$ cat config.mk
export PLATFORM = sky130hd
export DESIGN_NAME = sssr_regs
export DESIGN_NICKNAME = d
export VERILOG_FILES = /design/src/core/sssr_pkg.sv /design/src/core/sssr_regs.sv
export SDC_FILE = /design/constraint.sdc
export NUM_CORES = 1
export LEC_CHECK = 0
export CORE_ASPECT_RATIO = 1.5
export CORE_MARGIN = 2
export CORE_UTILIZATION = 45
export CTS_BUF_LIST = sky130_fd_sc_hd__clkbuf_2 sky130_fd_sc_hd__clkbuf_4 sky130_fd_sc_hd__clkbuf_8
export CTS_CLUSTER_DIAMETER = 100
export DETAILED_ROUTE_END_ITERATION = 6
export DONT_BUFFER_PORTS = 1
export PLACE_DENSITY = 0.65
export SLEW_MARGIN = 20
export SYNTH_ARGS = -nofsm -noshare
export SYNTH_HDL_FRONTEND = slang
export SYNTH_SLANG_ARGS = --single-unit
$ cat constraint.sdc
create_clock -name clk_sys_i -period 1.4 [get_ports clk_sys_i]
set_input_delay 0 -clock clk_sys_i [delete_from_list [all_inputs] [get_ports clk_sys_i]]
set_output_delay 0 -clock clk_sys_i [all_outputs]
set_load 0.01 [all_outputs]
$ cat src/core/sssr_pkg.sv
// package: constants and types for the sensor status and sync register block
package sssr_pkg;
    // device status bit positions
    localparam int SSSR_BIT_A_CONN   = 1;
    localparam int SSSR_BIT_B_CONN   = 2;
    localparam int SSSR_BIT_A_ERR    = 3;
    localparam int SSSR_BIT_B_ERR    = 4;
    localparam int SSSR_BIT_A_REAR   = 5;
    localparam int SSSR_BIT_B_REAR   = 6;
    localparam int SSSR_BIT_KEY      = 14;
    // standard event and status byte bit positions
    localparam int SSSR_BIT_OPC      = 0;
    localparam int SSSR_BIT_ESB      = 5;
    localparam int SSSR_BIT_RQS      = 6;
    // reply character for the completion query
    localparam logic [7:0] SSSR_ASCII_ONE = 8'h31;
    // configuration slots
    localparam logic [3:0] SSSR_SLOT_MIN  = 4'h1;
    localparam logic [3:0] SSSR_SLOT_MAX  = 4'hA;
    // reset values
    localparam logic [15:0] SSSR_RST_STAT = 16'h0000;
    localparam logic [7:0]  SSSR_RST_BYTE = 8'h00;
    // operations the command decoder hands to this block
    typedef enum logic [3:0] {
        SSSR_OP_NONE,
        SSSR_OP_CLS,
        SSSR_OP_ESE,
        SSSR_OP_SRE,
        SSSR_OP_OPC,
        SSSR_OP_OPCQ,
        SSSR_OP_SAV,
        SSSR_OP_RCL,
        SSSR_OP_DSR_READ
    } sssr_op_t;
    // completion tracking state
    typedef enum logic [1:0] {
        SSSR_IDLE,
        SSSR_WAIT_FLAG,
        SSSR_WAIT_REPLY
    } sssr_state_t;
endpackage

$ cat src/core/sssr_regs.sv
// sensor status, completion sync, configuration store and device clear
//
// How it works
// - status bit 1 follows sensor present on the first channel
// - status bit 2 follows sensor present on the second channel
// - bit 3 set on first channel memory fault or front and rear both used
// - bit 4 set on second channel memory fault or front and rear both used
// - bit 5 high when first channel sensor sits on rear connector
// - bit 6 high when second channel sensor sits on rear connector
// - key press sets event bit 14 only; cleared by reading the event register
// - completion query queues ASCII one once nothing is pending
// - completion command sets event bit 0 once nothing is pending
// - enabled events summarise into status byte bit 5; mask 32 raises request
// - event enable value 1 lets the completion bit reach the summary
// - clear status empties every event register
// - ten configuration slots, numbered 1 to 10, saved and recalled
// - saved configuration excludes errors, address, language, cal and zero
// - device clear leaves status, error queue and settings untouched
// - device clear aborts measuring, idles trigger, flushes buffers
`timescale 1ns/10ps
`default_nettype none
module sssr_regs
    import sssr_pkg::*;
#(
    parameter int CFG_W    = 32,
    parameter int SLOTS    = 10
) (
    input  wire logic              clk_sys_i,
    input  wire logic              rst_n_i,
    input  wire logic              ce_i,
    // sensor pins from the connectors, asynchronous
    input  wire logic              a_front_i,
    input  wire logic              a_rear_i,
    input  wire logic              b_front_i,
    input  wire logic              b_rear_i,
    input  wire logic              a_mem_fail_i,
    input  wire logic              b_mem_fail_i,
    input  wire logic              key_press_i,
    // command port from the decoder, same clock
    input  wire logic              op_valid_i,
    input  wire logic [3:0]        op_code_i,
    input  wire logic [7:0]        op_data_i,
    input  wire logic              pending_i,
    input  wire logic [CFG_W-1:0]  cfg_live_i,
    input  wire logic              reply_taken_i,
    input  wire logic              dev_clear_i,
    // status outputs
    output logic [15:0]            dev_status_o,
    output logic [15:0]            dev_event_o,
    output logic [7:0]             std_event_o,
    output logic [7:0]             status_byte_o,
    output logic                   srq_o,
    output logic [7:0]             reply_data_o,
    output logic                   reply_valid_o,
    output logic [CFG_W-1:0]       cfg_recall_o,
    output logic                   cfg_recall_vld_o,
    output logic                   slot_err_o,
    output logic                   abort_o
);
    // all outputs are registered, so downstream timing starts at a flop

    // three-stage synchronisers for the seven pin inputs; the first stage
    // may go metastable, so only the second stage ever reads it
    localparam int NPIN = 7;
    logic      [NPIN-1:0] pin_raw;
    wire logic [NPIN-1:0] pin_q;
    assign pin_raw = {key_press_i, b_mem_fail_i, a_mem_fail_i,
                      b_rear_i, b_front_i, a_rear_i, a_front_i};

    genvar g;
    generate
        for (g = 0; g < NPIN; g++) begin : g_sync
            // each pin owns its stages, so no vector has several writers
            logic sync1;
            logic sync2;
            logic sync3;
            logic level;
            // a level counts only once the second and third stages agree;
            // a glitch shorter than two clocks never reaches the registers
            always_ff @(posedge clk_sys_i or negedge rst_n_i) begin
                if (!rst_n_i) begin
                    sync1 <= 1'b0;
                    sync2 <= 1'b0;
                    sync3 <= 1'b0;
                    level <= 1'b0;
                end else if (ce_i) begin
                    sync1 <= pin_raw[g];
                    sync2 <= sync1;
                    sync3 <= sync2;
                    if (sync2 == sync3) begin
                        level <= sync3;
                    end
                end
            end
            assign pin_q[g] = level;
        end
    endgenerate

    // pin order follows pin_raw above; bit 6 is the key
    wire a_fr  = pin_q[0];
    wire a_rr  = pin_q[1];
    wire b_fr  = pin_q[2];
    wire b_rr  = pin_q[3];
    wire a_mf  = pin_q[4];
    wire b_mf  = pin_q[5];
    wire key_q = pin_q[6];

    // one channel's error: memory fault or both connectors occupied
    function automatic logic chan_err(input logic mf, input logic f,
                                      input logic r);
        chan_err = mf | (f & r);
    endfunction

    // condition register, unused bits tied low
    // an empty channel reads 0 on its rear bit as well; only rear sets it
    logic [15:0] next_cond;
    always_comb begin
        next_cond = SSSR_RST_STAT;
        next_cond[SSSR_BIT_A_CONN] = a_fr | a_rr;
        next_cond[SSSR_BIT_B_CONN] = b_fr | b_rr;
        next_cond[SSSR_BIT_A_ERR]  = chan_err(a_mf, a_fr, a_rr);
        next_cond[SSSR_BIT_B_ERR]  = chan_err(b_mf, b_fr, b_rr);
        // rear alone reads 1; front reads 0
        next_cond[SSSR_BIT_A_REAR] = a_rr;
        next_cond[SSSR_BIT_B_REAR] = b_rr;
    end

    // command decode; one helper so every strobe qualifies the same way
    function automatic logic op_hit(input logic vld, input logic [3:0] code,
                                    input sssr_op_t op);
        op_hit = vld && code == 4'(op);
    endfunction
    wire op_cls  = op_hit(op_valid_i, op_code_i, SSSR_OP_CLS);
    wire op_ese  = op_hit(op_valid_i, op_code_i, SSSR_OP_ESE);
    wire op_sre  = op_hit(op_valid_i, op_code_i, SSSR_OP_SRE);
    wire op_opc  = op_hit(op_valid_i, op_code_i, SSSR_OP_OPC);
    wire op_opcq = op_hit(op_valid_i, op_code_i, SSSR_OP_OPCQ);
    wire op_sav  = op_hit(op_valid_i, op_code_i, SSSR_OP_SAV);
    wire op_rcl  = op_hit(op_valid_i, op_code_i, SSSR_OP_RCL);
    wire op_rd   = op_hit(op_valid_i, op_code_i, SSSR_OP_DSR_READ);

    // key press edge: event only, never in the condition register
    // the edge is taken after the synchroniser, so a held key counts once
    logic key_d;
    wire  key_rise = key_q & ~key_d;

    // device event register: the key bit is sticky, set beats clear
    // a read and a new press in one cycle keep the press, so no event is
    // lost between one read and the next
    logic [15:0] next_dev_event;
    always_comb begin
        next_dev_event = dev_event_o;
        if (op_rd || op_cls) begin
            next_dev_event = SSSR_RST_STAT;
        end
        if (key_rise) begin
            next_dev_event[SSSR_BIT_KEY] = 1'b1;
        end
    end

    // completion tracking; device clear drops a waiting completion
    // a second completion request while one waits is ignored, so the
    // caller must wait for the reply before asking again
    sssr_state_t state;
    sssr_state_t next_state;
    // done is a level: the caller holds pending_i high while work remains
    wire done = ~pending_i;
    always_comb begin
        next_state = state;
        case (state)
            SSSR_IDLE: begin
                if (op_opc) begin
                    next_state = SSSR_WAIT_FLAG;
                end else if (op_opcq) begin
                    next_state = SSSR_WAIT_REPLY;
                end
            end
            SSSR_WAIT_FLAG: begin
                if (done) begin
                    next_state = SSSR_IDLE;
                end
            end
            SSSR_WAIT_REPLY: begin
                if (done) begin
                    next_state = SSSR_IDLE;
                end
            end
            default: next_state = SSSR_IDLE;
        endcase
        if (dev_clear_i) begin
            next_state = SSSR_IDLE;
        end
    end
    wire opc_fire = state == SSSR_WAIT_FLAG && done && !dev_clear_i;
    wire rep_fire = state == SSSR_WAIT_REPLY && done && !dev_clear_i;

    // standard event register: completion set wins over clear status,
    // so a controller polling the summary cannot miss a completion
    // masks are plain registers: only their own commands write them
    logic [7:0] ese_mask;
    logic [7:0] sre_mask;
    logic [7:0] next_std_event;
    always_comb begin
        next_std_event = op_cls ? SSSR_RST_BYTE : std_event_o;
        if (opc_fire) begin
            next_std_event[SSSR_BIT_OPC] = 1'b1;
        end
    end

    // summary: any enabled event bit gives status byte bit 5
    // the request bit is masked out of its own source, so it can never
    // hold itself on once the summary drops
    wire esb = |(next_std_event & ese_mask);
    wire [7:0] sb_low = {2'b00, esb, 5'b00000};
    wire rqs = |(sb_low & sre_mask & ~(8'h01 << SSSR_BIT_RQS));
    wire [7:0] next_sb = sb_low | ({7'h00, rqs} << SSSR_BIT_RQS);

    // the slot memory has no reset: saved slots outlive a reset, as a
    // non-volatile store would, and cost no reset fan-out
    // configuration store; calibration, zero, address and errors live
    // elsewhere, so only the caller's live settings word is kept here
    logic [CFG_W-1:0] cfg_mem [SLOTS];
    wire slot_ok = op_data_i[3:0] >= SSSR_SLOT_MIN &&
                   op_data_i[3:0] <= SSSR_SLOT_MAX &&
                   op_data_i[7:4] == 4'h0;
    // slot numbers start at one, so the array index is one less; an
    // out-of-range number is refused before it can reach the index
    wire [3:0] slot_idx = op_data_i[3:0] - SSSR_SLOT_MIN;

    always_ff @(posedge clk_sys_i) begin
        if (ce_i && op_sav && slot_ok) begin
            cfg_mem[slot_idx] <= cfg_live_i;
        end
    end

    // status and mask registers; device clear touches none of them but the completion state
    // clock enable low freezes every one of them, masks included
    always_ff @(posedge clk_sys_i or negedge rst_n_i) begin
        if (!rst_n_i) begin
            state         <= SSSR_IDLE;
            key_d         <= 1'b0;
            dev_status_o  <= SSSR_RST_STAT;
            dev_event_o   <= SSSR_RST_STAT;
            std_event_o   <= SSSR_RST_BYTE;
            status_byte_o <= SSSR_RST_BYTE;
            srq_o         <= 1'b0;
            ese_mask      <= SSSR_RST_BYTE;
            sre_mask      <= SSSR_RST_BYTE;
        end else if (ce_i) begin
            state         <= next_state;
            key_d         <= key_q;
            dev_status_o  <= next_cond;
            dev_event_o   <= next_dev_event;
            std_event_o   <= next_std_event;
            status_byte_o <= next_sb;
            srq_o         <= rqs;
            if (op_ese) begin
                ese_mask <= op_data_i;
            end
            if (op_sre) begin
                sre_mask <= op_data_i;
            end
        end
    end

    // output queue holds one reply; device clear flushes it
    // a second query before the read overwrites rather than queues
    always_ff @(posedge clk_sys_i or negedge rst_n_i) begin
        if (!rst_n_i) begin
            reply_data_o  <= SSSR_RST_BYTE;
            reply_valid_o <= 1'b0;
        end else if (ce_i) begin
            if (dev_clear_i) begin
                reply_valid_o <= 1'b0;
            end else if (rep_fire) begin
                reply_data_o  <= SSSR_ASCII_ONE;
                reply_valid_o <= 1'b1;
            end else if (reply_taken_i) begin
                reply_valid_o <= 1'b0;
            end
        end
    end

    // recall, slot errors and the abort pulse
    // recalled data stays put between recalls; only the strobe pulses
    always_ff @(posedge clk_sys_i or negedge rst_n_i) begin
        if (!rst_n_i) begin
            cfg_recall_o     <= '0;
            cfg_recall_vld_o <= 1'b0;
            slot_err_o       <= 1'b0;
            abort_o          <= 1'b0;
        end else if (ce_i) begin
            cfg_recall_vld_o <= op_rcl && slot_ok;
            if (op_rcl && slot_ok) begin
                cfg_recall_o <= cfg_mem[slot_idx];
            end
            slot_err_o <= (op_sav || op_rcl) && !slot_ok;
            // abort tells measuring and trigger logic to return to idle
            abort_o <= dev_clear_i;
        end
    end
endmodule
`default_nettype wire

; ---- After elaboration in Yosys (flattened, before gate mapping)
; Memories as Yosys holds them, arrays and structs flattened. A register that Yosys moved wholly into a read port is not among the register bits.
; Index checks and enable logic that the tools add are counted.
[word_totals]
register_bits = 76
output_inout_bits = 93
inputBits = 58
memories = 1
ram_bits = 320
elab_cells = 136
[memory_table]
columns = memory, depth, word_bits, rd, rd_ports_with_merged_regs, wr, line_no
row1 = cfg_mem, 10, 32, 1, 1, 1, sssr_regs.sv:222  ; logic [CFG_W-1:0] cfg_mem [SLOTS];
[op_classes]
reduce_logical = 44
n_eq_ne = 19
n_addsub = 1
order_cmp = 2
bitwise = 13
n_mux = 14
[ops]
columns = operator, count
row1 = $reduce_and A2 Y1, 12
row2 = $logic_and A1 B1 Y1, 18
row3 = $eq A4 B3 Y1 const B, 4
row4 = $mux W15, 1
row5 = $and A6 B8 Y8, 1
row6 = $and A8 B8 Y8, 1
row7 = $eq A4 B2 Y1 const B, 2
row8 = $mux W2, 4
row9 = $mux W8, 1
row10 = $reduce_or A8 Y1, 1
row11 = $eq A1 B1 Y1, 7
row12 = $mux W1, 7
row13 = $or A6 B7 Y7, 1
row14 = $reduce_or A7 Y1, 1
row15 = $reduce_and A3 Y1, 2
row16 = $eq A4 B1 Y1 const B, 1
row17 = $eq A4 B4 Y1 const B, 1
row18 = $ge A4 B1 Y1 const B, 1
row19 = $le A4 B4 Y1 const B, 1
row20 = $logic_not A4 Y1, 1
row21 = $ne A4 B4 Y1 const B, 1
row22 = $or A1 B1 Y1, 4
row23 = $pmux W2 S2, 1
row24 = $sub A4 B1 Y4 const B, 1
row25 = other kinds (11), 18

; ---- Longest topological paths before layout
[logic_depth]
word_depth = 9
mapped_depth = 11

; ---- Worst setup path after synthesis
; No wires, ideal clock.
[synth_path]
path_kind = in2reg
from = in op_data_i[0]
to = mem cfg_mem[8][0] (enable)
setup_slack_ns = -3.802
n_path_buf = 3
arrival_time_ns = 4.699
required_time_ns = 0.898
setup_time_ns = 0.502
cell_stages = 9
path_cell_list = buf_2 buf_4 buf_2 inv_1 ha_1 nor2b_1 a21oi_4 nand3_1 nor4bb_1
[synth_via]
elab_chain_cells = 6
[synth_rtl]
columns = element, line_no
row1 = start: declaration, sssr_regs.sv:42  ; input wire logic [7:0] op_data_i,
row2 = $ge A4 B1 Y1 or $le A4 B4 Y1 (tied branches), "sssr_regs.sv:223, sssr_regs.sv:224"
row3 = $logic_and A1 B1 Y1, sssr_regs.sv:223  ; wire slot_ok = op_data_i[3:0] >= SSSR_SLOT_MIN &&
row4 = $logic_and A1 B1 Y1, sssr_regs.sv:224  ; op_data_i[3:0] <= SSSR_SLOT_MAX &&
row5 = $logic_and A1 B1 Y1, sssr_regs.sv:231  ; if (ce_i && op_sav && slot_ok) begin
row6 = $mux W1, sssr_regs.sv:231
row7 = $mux W1 (implied by the code), sssr_regs.sv:232  ; cfg_mem[slot_idx] <= cfg_live_i;
row8 = end: declaration, sssr_regs.sv:222
; Several ways; a longest one is shown, not always the timed one.

==> qor.log <==
INFO  routing        routed_wl=37.8mm
INFO  clock_tree     clock_latency=630ps
INFO  logic_synthesis synth_seq_cells=414
INFO  logic_synthesis synth-edff-count=320
INFO  routing        firstDrtPassIters=6
INFO  routing        drtIter0Drc=913
INFO  clock_tree     cts_tree=yes
INFO  worst_setup_path setup.worst_path.start_class=flop
INFO  timing         grt_setup_unrepaired=yes
INFO  clock_tree     worst_setup_hold_path_clk_slew=70ps
INFO  grt            met3_usage_grt=4.47%
INFO  timing         clock-skew-final=20.5ps
INFO  timing         fin_tns_setup=-2440ps
INFO  job            max-cap-violations=0
INFO  timing         fmax=0.618GHz
INFO  routing        via_count=8860
INFO  worst_setup_path worstReg2RegStart=cfg_mem[4][14]$_DFFE_PP_
INFO  clock_tree     cts_num_sinks=414
INFO  worst_setup_path worst_r2r_endpoint=cfg_recall_o[14]$_DFFE_PN0P_
INFO  timing         timing.final.ws_setup=-218ps
INFO  run_status     violations_in_the_final_reports=hold timing, setup timing
INFO  timing         setup_viol=27
INFO  routing        drc_errors=0
INFO  grt            grt_antenna_before_repair=3
INFO  floorplan      fp-row-count=85
INFO  pwr            report.power.total=0.0259W
INFO  grt            globalRouteTotalUtil=19.3%
INFO  worst_setup_path worst_reg_to_reg_path_cell_count=3
INFO  cells_and_area post_route_cells_drive_above_1_share=32.8%
INFO  timing         worst_slew_pin_slew=521ps
INFO  place          globalplace.congestion=0.776
INFO  worst_setup_path cp.required=1880ps
INFO  floorplan      die_width=159um
INFO  worst_setup_path critical-path-max-stage-delay=490ps
INFO  logic_synthesis synth-async-reset-ratio=22.7%
INFO  logic_synthesis synth_seq_area_share=73.6%
INFO  place          place_area=17400um^2
INFO  clock_tree     cts_max_level=2
INFO  cells_and_area n_fill_cell=2693
INFO  floorplan      die_h=237um
INFO  grt            grt_start_max_net_pins=104
INFO  floorplan      ioPinCount=151
INFO  worst_setup_path worstSetupEndpointType=flop
INFO  timing         final.hold.worst_slack=-928ps
INFO  timing         fin_crit=1620ps
INFO  pwr            max-vdd-ir-drop=0.611mV
INFO  worst_setup_path crit_chain=mux4_2, a222oi_1, a21oi_1
INFO  pwr            power.density=1300nW/um^2
INFO  worst_setup_path timing.critical_path.arrival=2100ps
INFO  routing        detail_route.vias_per_cell=5.61
INFO  routing        wl_per_cell=24.0um
INFO  logic_synthesis postSynth.topFlopCell=sky130_fd_sc_hd__edfxtp_1
INFO  pwr            switching_share=22.6%
INFO  timing         min_period_over_period=116%
INFO  place          place_hpwl=21.8mm
INFO  clock_tree     cts-root-to-sink-buffers=3
INFO  worst_setup_path cpMaxStageDelayCell=sky130_fd_sc_hd__mux4_2
INFO  logic_synthesis distinct_cells_synth=49
INFO  logic_synthesis syn_inst=876
INFO  cells_and_area layout.nets=1115
INFO  pwr            sequentialPowerShare=54.1%
INFO  pwr            switching_pwr=0.00584W
INFO  grt            gr-total-overflow=0
INFO  worst_setup_path critPathKind=flop to flop
INFO  cells_and_area fin_area=19900um^2
INFO  worst_setup_path max_fo_critical_path=1
INFO  logic_synthesis yosys_warnings=0
INFO  grt            grt_util_met2=34.0%
INFO  timing         final_hold_viol_count=121
INFO  worst_hold_path hold_class=input pin to async pin
INFO  place          port_buffers=0
INFO  pwr            static-leakage-power=7.12nW
INFO  pwr            clkPwrFrac=38.0%
INFO  cells_and_area area.growth.synth_to_final=22.3%
INFO  worst_setup_path timing.critical_path.from=cfg_mem[4][14]$_DFFE_PP_
INFO  timing         normalized_max_slew_margin=65.1%
INFO  worst_setup_path r2r_slack=-220ps
INFO  floorplan      effective_utilization_at_floorplan=45.5%
INFO  clock_tree     cts_root_buffer=sky130_fd_sc_hd__clkbuf_8
INFO  logic_synthesis postSynthAreaPerCell=18.5um^2
INFO  run_status     outcome=finished with violations
INFO  floorplan      core_area=35700um^2
INFO  clock_tree     clock_buffer_count_from_cts=58
INFO  timing         count_of_final_max_slew_check_failures=0
INFO  pwr            internal-power=0.0201W
INFO  grt            gr-max-usage-layer=met2
INFO  pwr            comb_power_share=7.9%
INFO  routing        antenna_violating_nets_left=0
INFO  grt            global_route.usage.met1=23.4%
INFO  grt            via_count_of_the_first_global_routing_pass=9211
INFO  floorplan      floorplan.die_area=37700um^2
INFO  grt            grt_first_pass_wirelength=55.2mm
INFO  logic_synthesis syn-cell-area=16200um^2
[synth_stat cells, drive strengths merged (14+ instances only)]
cell type,instances,area (um^2)
a21oi,50,262
a222oi,32,320
a31oi,32,200
buf,73,490
clkbuf,17,67.6
dfrtp,94,2350
edfxtp,320,9610
inv,17,63.8
mux2,58,653
mux4,64,1440
nand2,14,52.6
o21ai,26,130
[state kept, by name, summed over array words and instances (netlist names), 2 cells and up]
register and flops:
std_event_o 8, dev_status_o 6, cfg_mem 320, g_sync.sync1 7, state 2, cfg_recall_o 32
g_sync.sync3 7, g_sync.sync2 7, ese_mask 8
[cells in the final DEF (no fill, tap or decap), drive strengths merged, types with 3 or more instances in the layout]
| cell type | count |
|---|---|
| ha | 8 |
| nor4bb | 3 |
| clkbuf | 92 |
| diode | 3 |
| clkinv | 17 |
| nand2 | 14 |
| conb | 36 |
| dfrtp | 94 |
| nor3b | 4 |
| buf | 91 |
| inv | 19 |
| mux4 | 64 |
| a22oi | 4 |
| mux2 | 58 |
| a32o | 3 |
| a222oi | 32 |
| nor2b | 5 |
| o21ai | 26 |
| dlymetal6s4s | 7 |
| dlygate4sd3 | 65 |
| a21oi | 50 |
| nor3 | 5 |
| and4b | 4 |
| a31oi | 32 |
| edfxtp | 320 |
| nor2 | 11 |
| and2 | 7 |
[per-layer routing]
metal | vias to the layer above | wire (um)
li1 | 3829 | -
met1 | 4627 | 14100
met2 | 337 | 20100
met3 | 67 | 2490
met4 | 0 | 1090
met5 | - | 0
[power by group through the flow]
stage | Clock, W | Combinational [W] | Sequential [W]
detailed placement | 0 | 0.00153 | 0.0142
global route | 0.0106 | 0.00219 | 0.0140
CTS | 0.0101 | 0.00196 | 0.0140
floorplan | 0 | 0.00129 | 0.0141
global placement | 0 | 0.00149 | 0.0142
finish | 0.00985 | 0.00204 | 0.0140
[per-stage QoR]
step	instances	worst slack, ps	utilization [%]	hold slack (ps)
2_1_floorplan	911	-1390	-	-296
3_3_place_gp	1373	-610	48.8	-293
3_5_place_dp	1373	-641	48.8	-293
4_1_cts	1557	-265	54.6	-982
5_1_grt	1580	-280	55.6	-969
6_report	1580	-218	55.6	-928
[critical path, delay by kind of cell (launching register included)]
| kind | cells | cell delay, ps |
|---|---|---|
| compound gates | 2 | 630 |
| mux | 1 | 490 |
| flops | 1 | 360 |
[layout make-up]
class                           instances  area [um^2]  share of cell area, %
Multi-Input combinational cell        390         4040                   20.3
Clock buffer                           88         1090                   5.50
Tap cell                              478          598                   3.01
Sequential cell                       414        12000                   60.2
Clock inverter                         22          161                  0.812
Inverter                               17         68.8                  0.346
Timing Repair Buffer                  168         1940                   9.76
Antenna cell                            3         7.51                 0.0378
[worst max path at each step]
stage / cells past startpoint / slack, ps / to
after global routing: 3 / -280 / cfg_recall_o[16]$_DFFE_PN0P_
final: 3 / -220 / cfg_recall_o[14]$_DFFE_PN0P_
after global placement: 5 / -610 / cfg_mem[8][21]$_DFFE_PP_
after detailed placement: 5 / -640 / cfg_mem[8][14]$_DFFE_PP_
after CTS: 3 / -260 / cfg_recall_o[16]$_DFFE_PN0P_
after floorplan: 9 / -1390 / cfg_mem[8][0]$_DFFE_PP_
[kinds of logic after synthesis]
logic type	Yosys count	share of synthesized area, %
and+or+nand+nor	64	2.34
xor gates and xnor gates	3	0.162
AOI/OAI and AO/OA	157	6.51
DFF	414	73.6
adders and majority gates	8	0.616
other	1	0.0231
muxes	122	12.9
buffers and inverters	107	3.83
[what timing repair did]
action / 4_1_cts / 5_1_grt
buffers inserted: 0 / 11
pin swaps: 0 / 9
endpoints found under the setup margin: 27 / 287
hold buffers: 74 / 3
cloned: 0 / 7
resized for setup: 9 / 33
endpoints found under the hold margin: 608 / 128
Power figures use the tool's default switching activity.
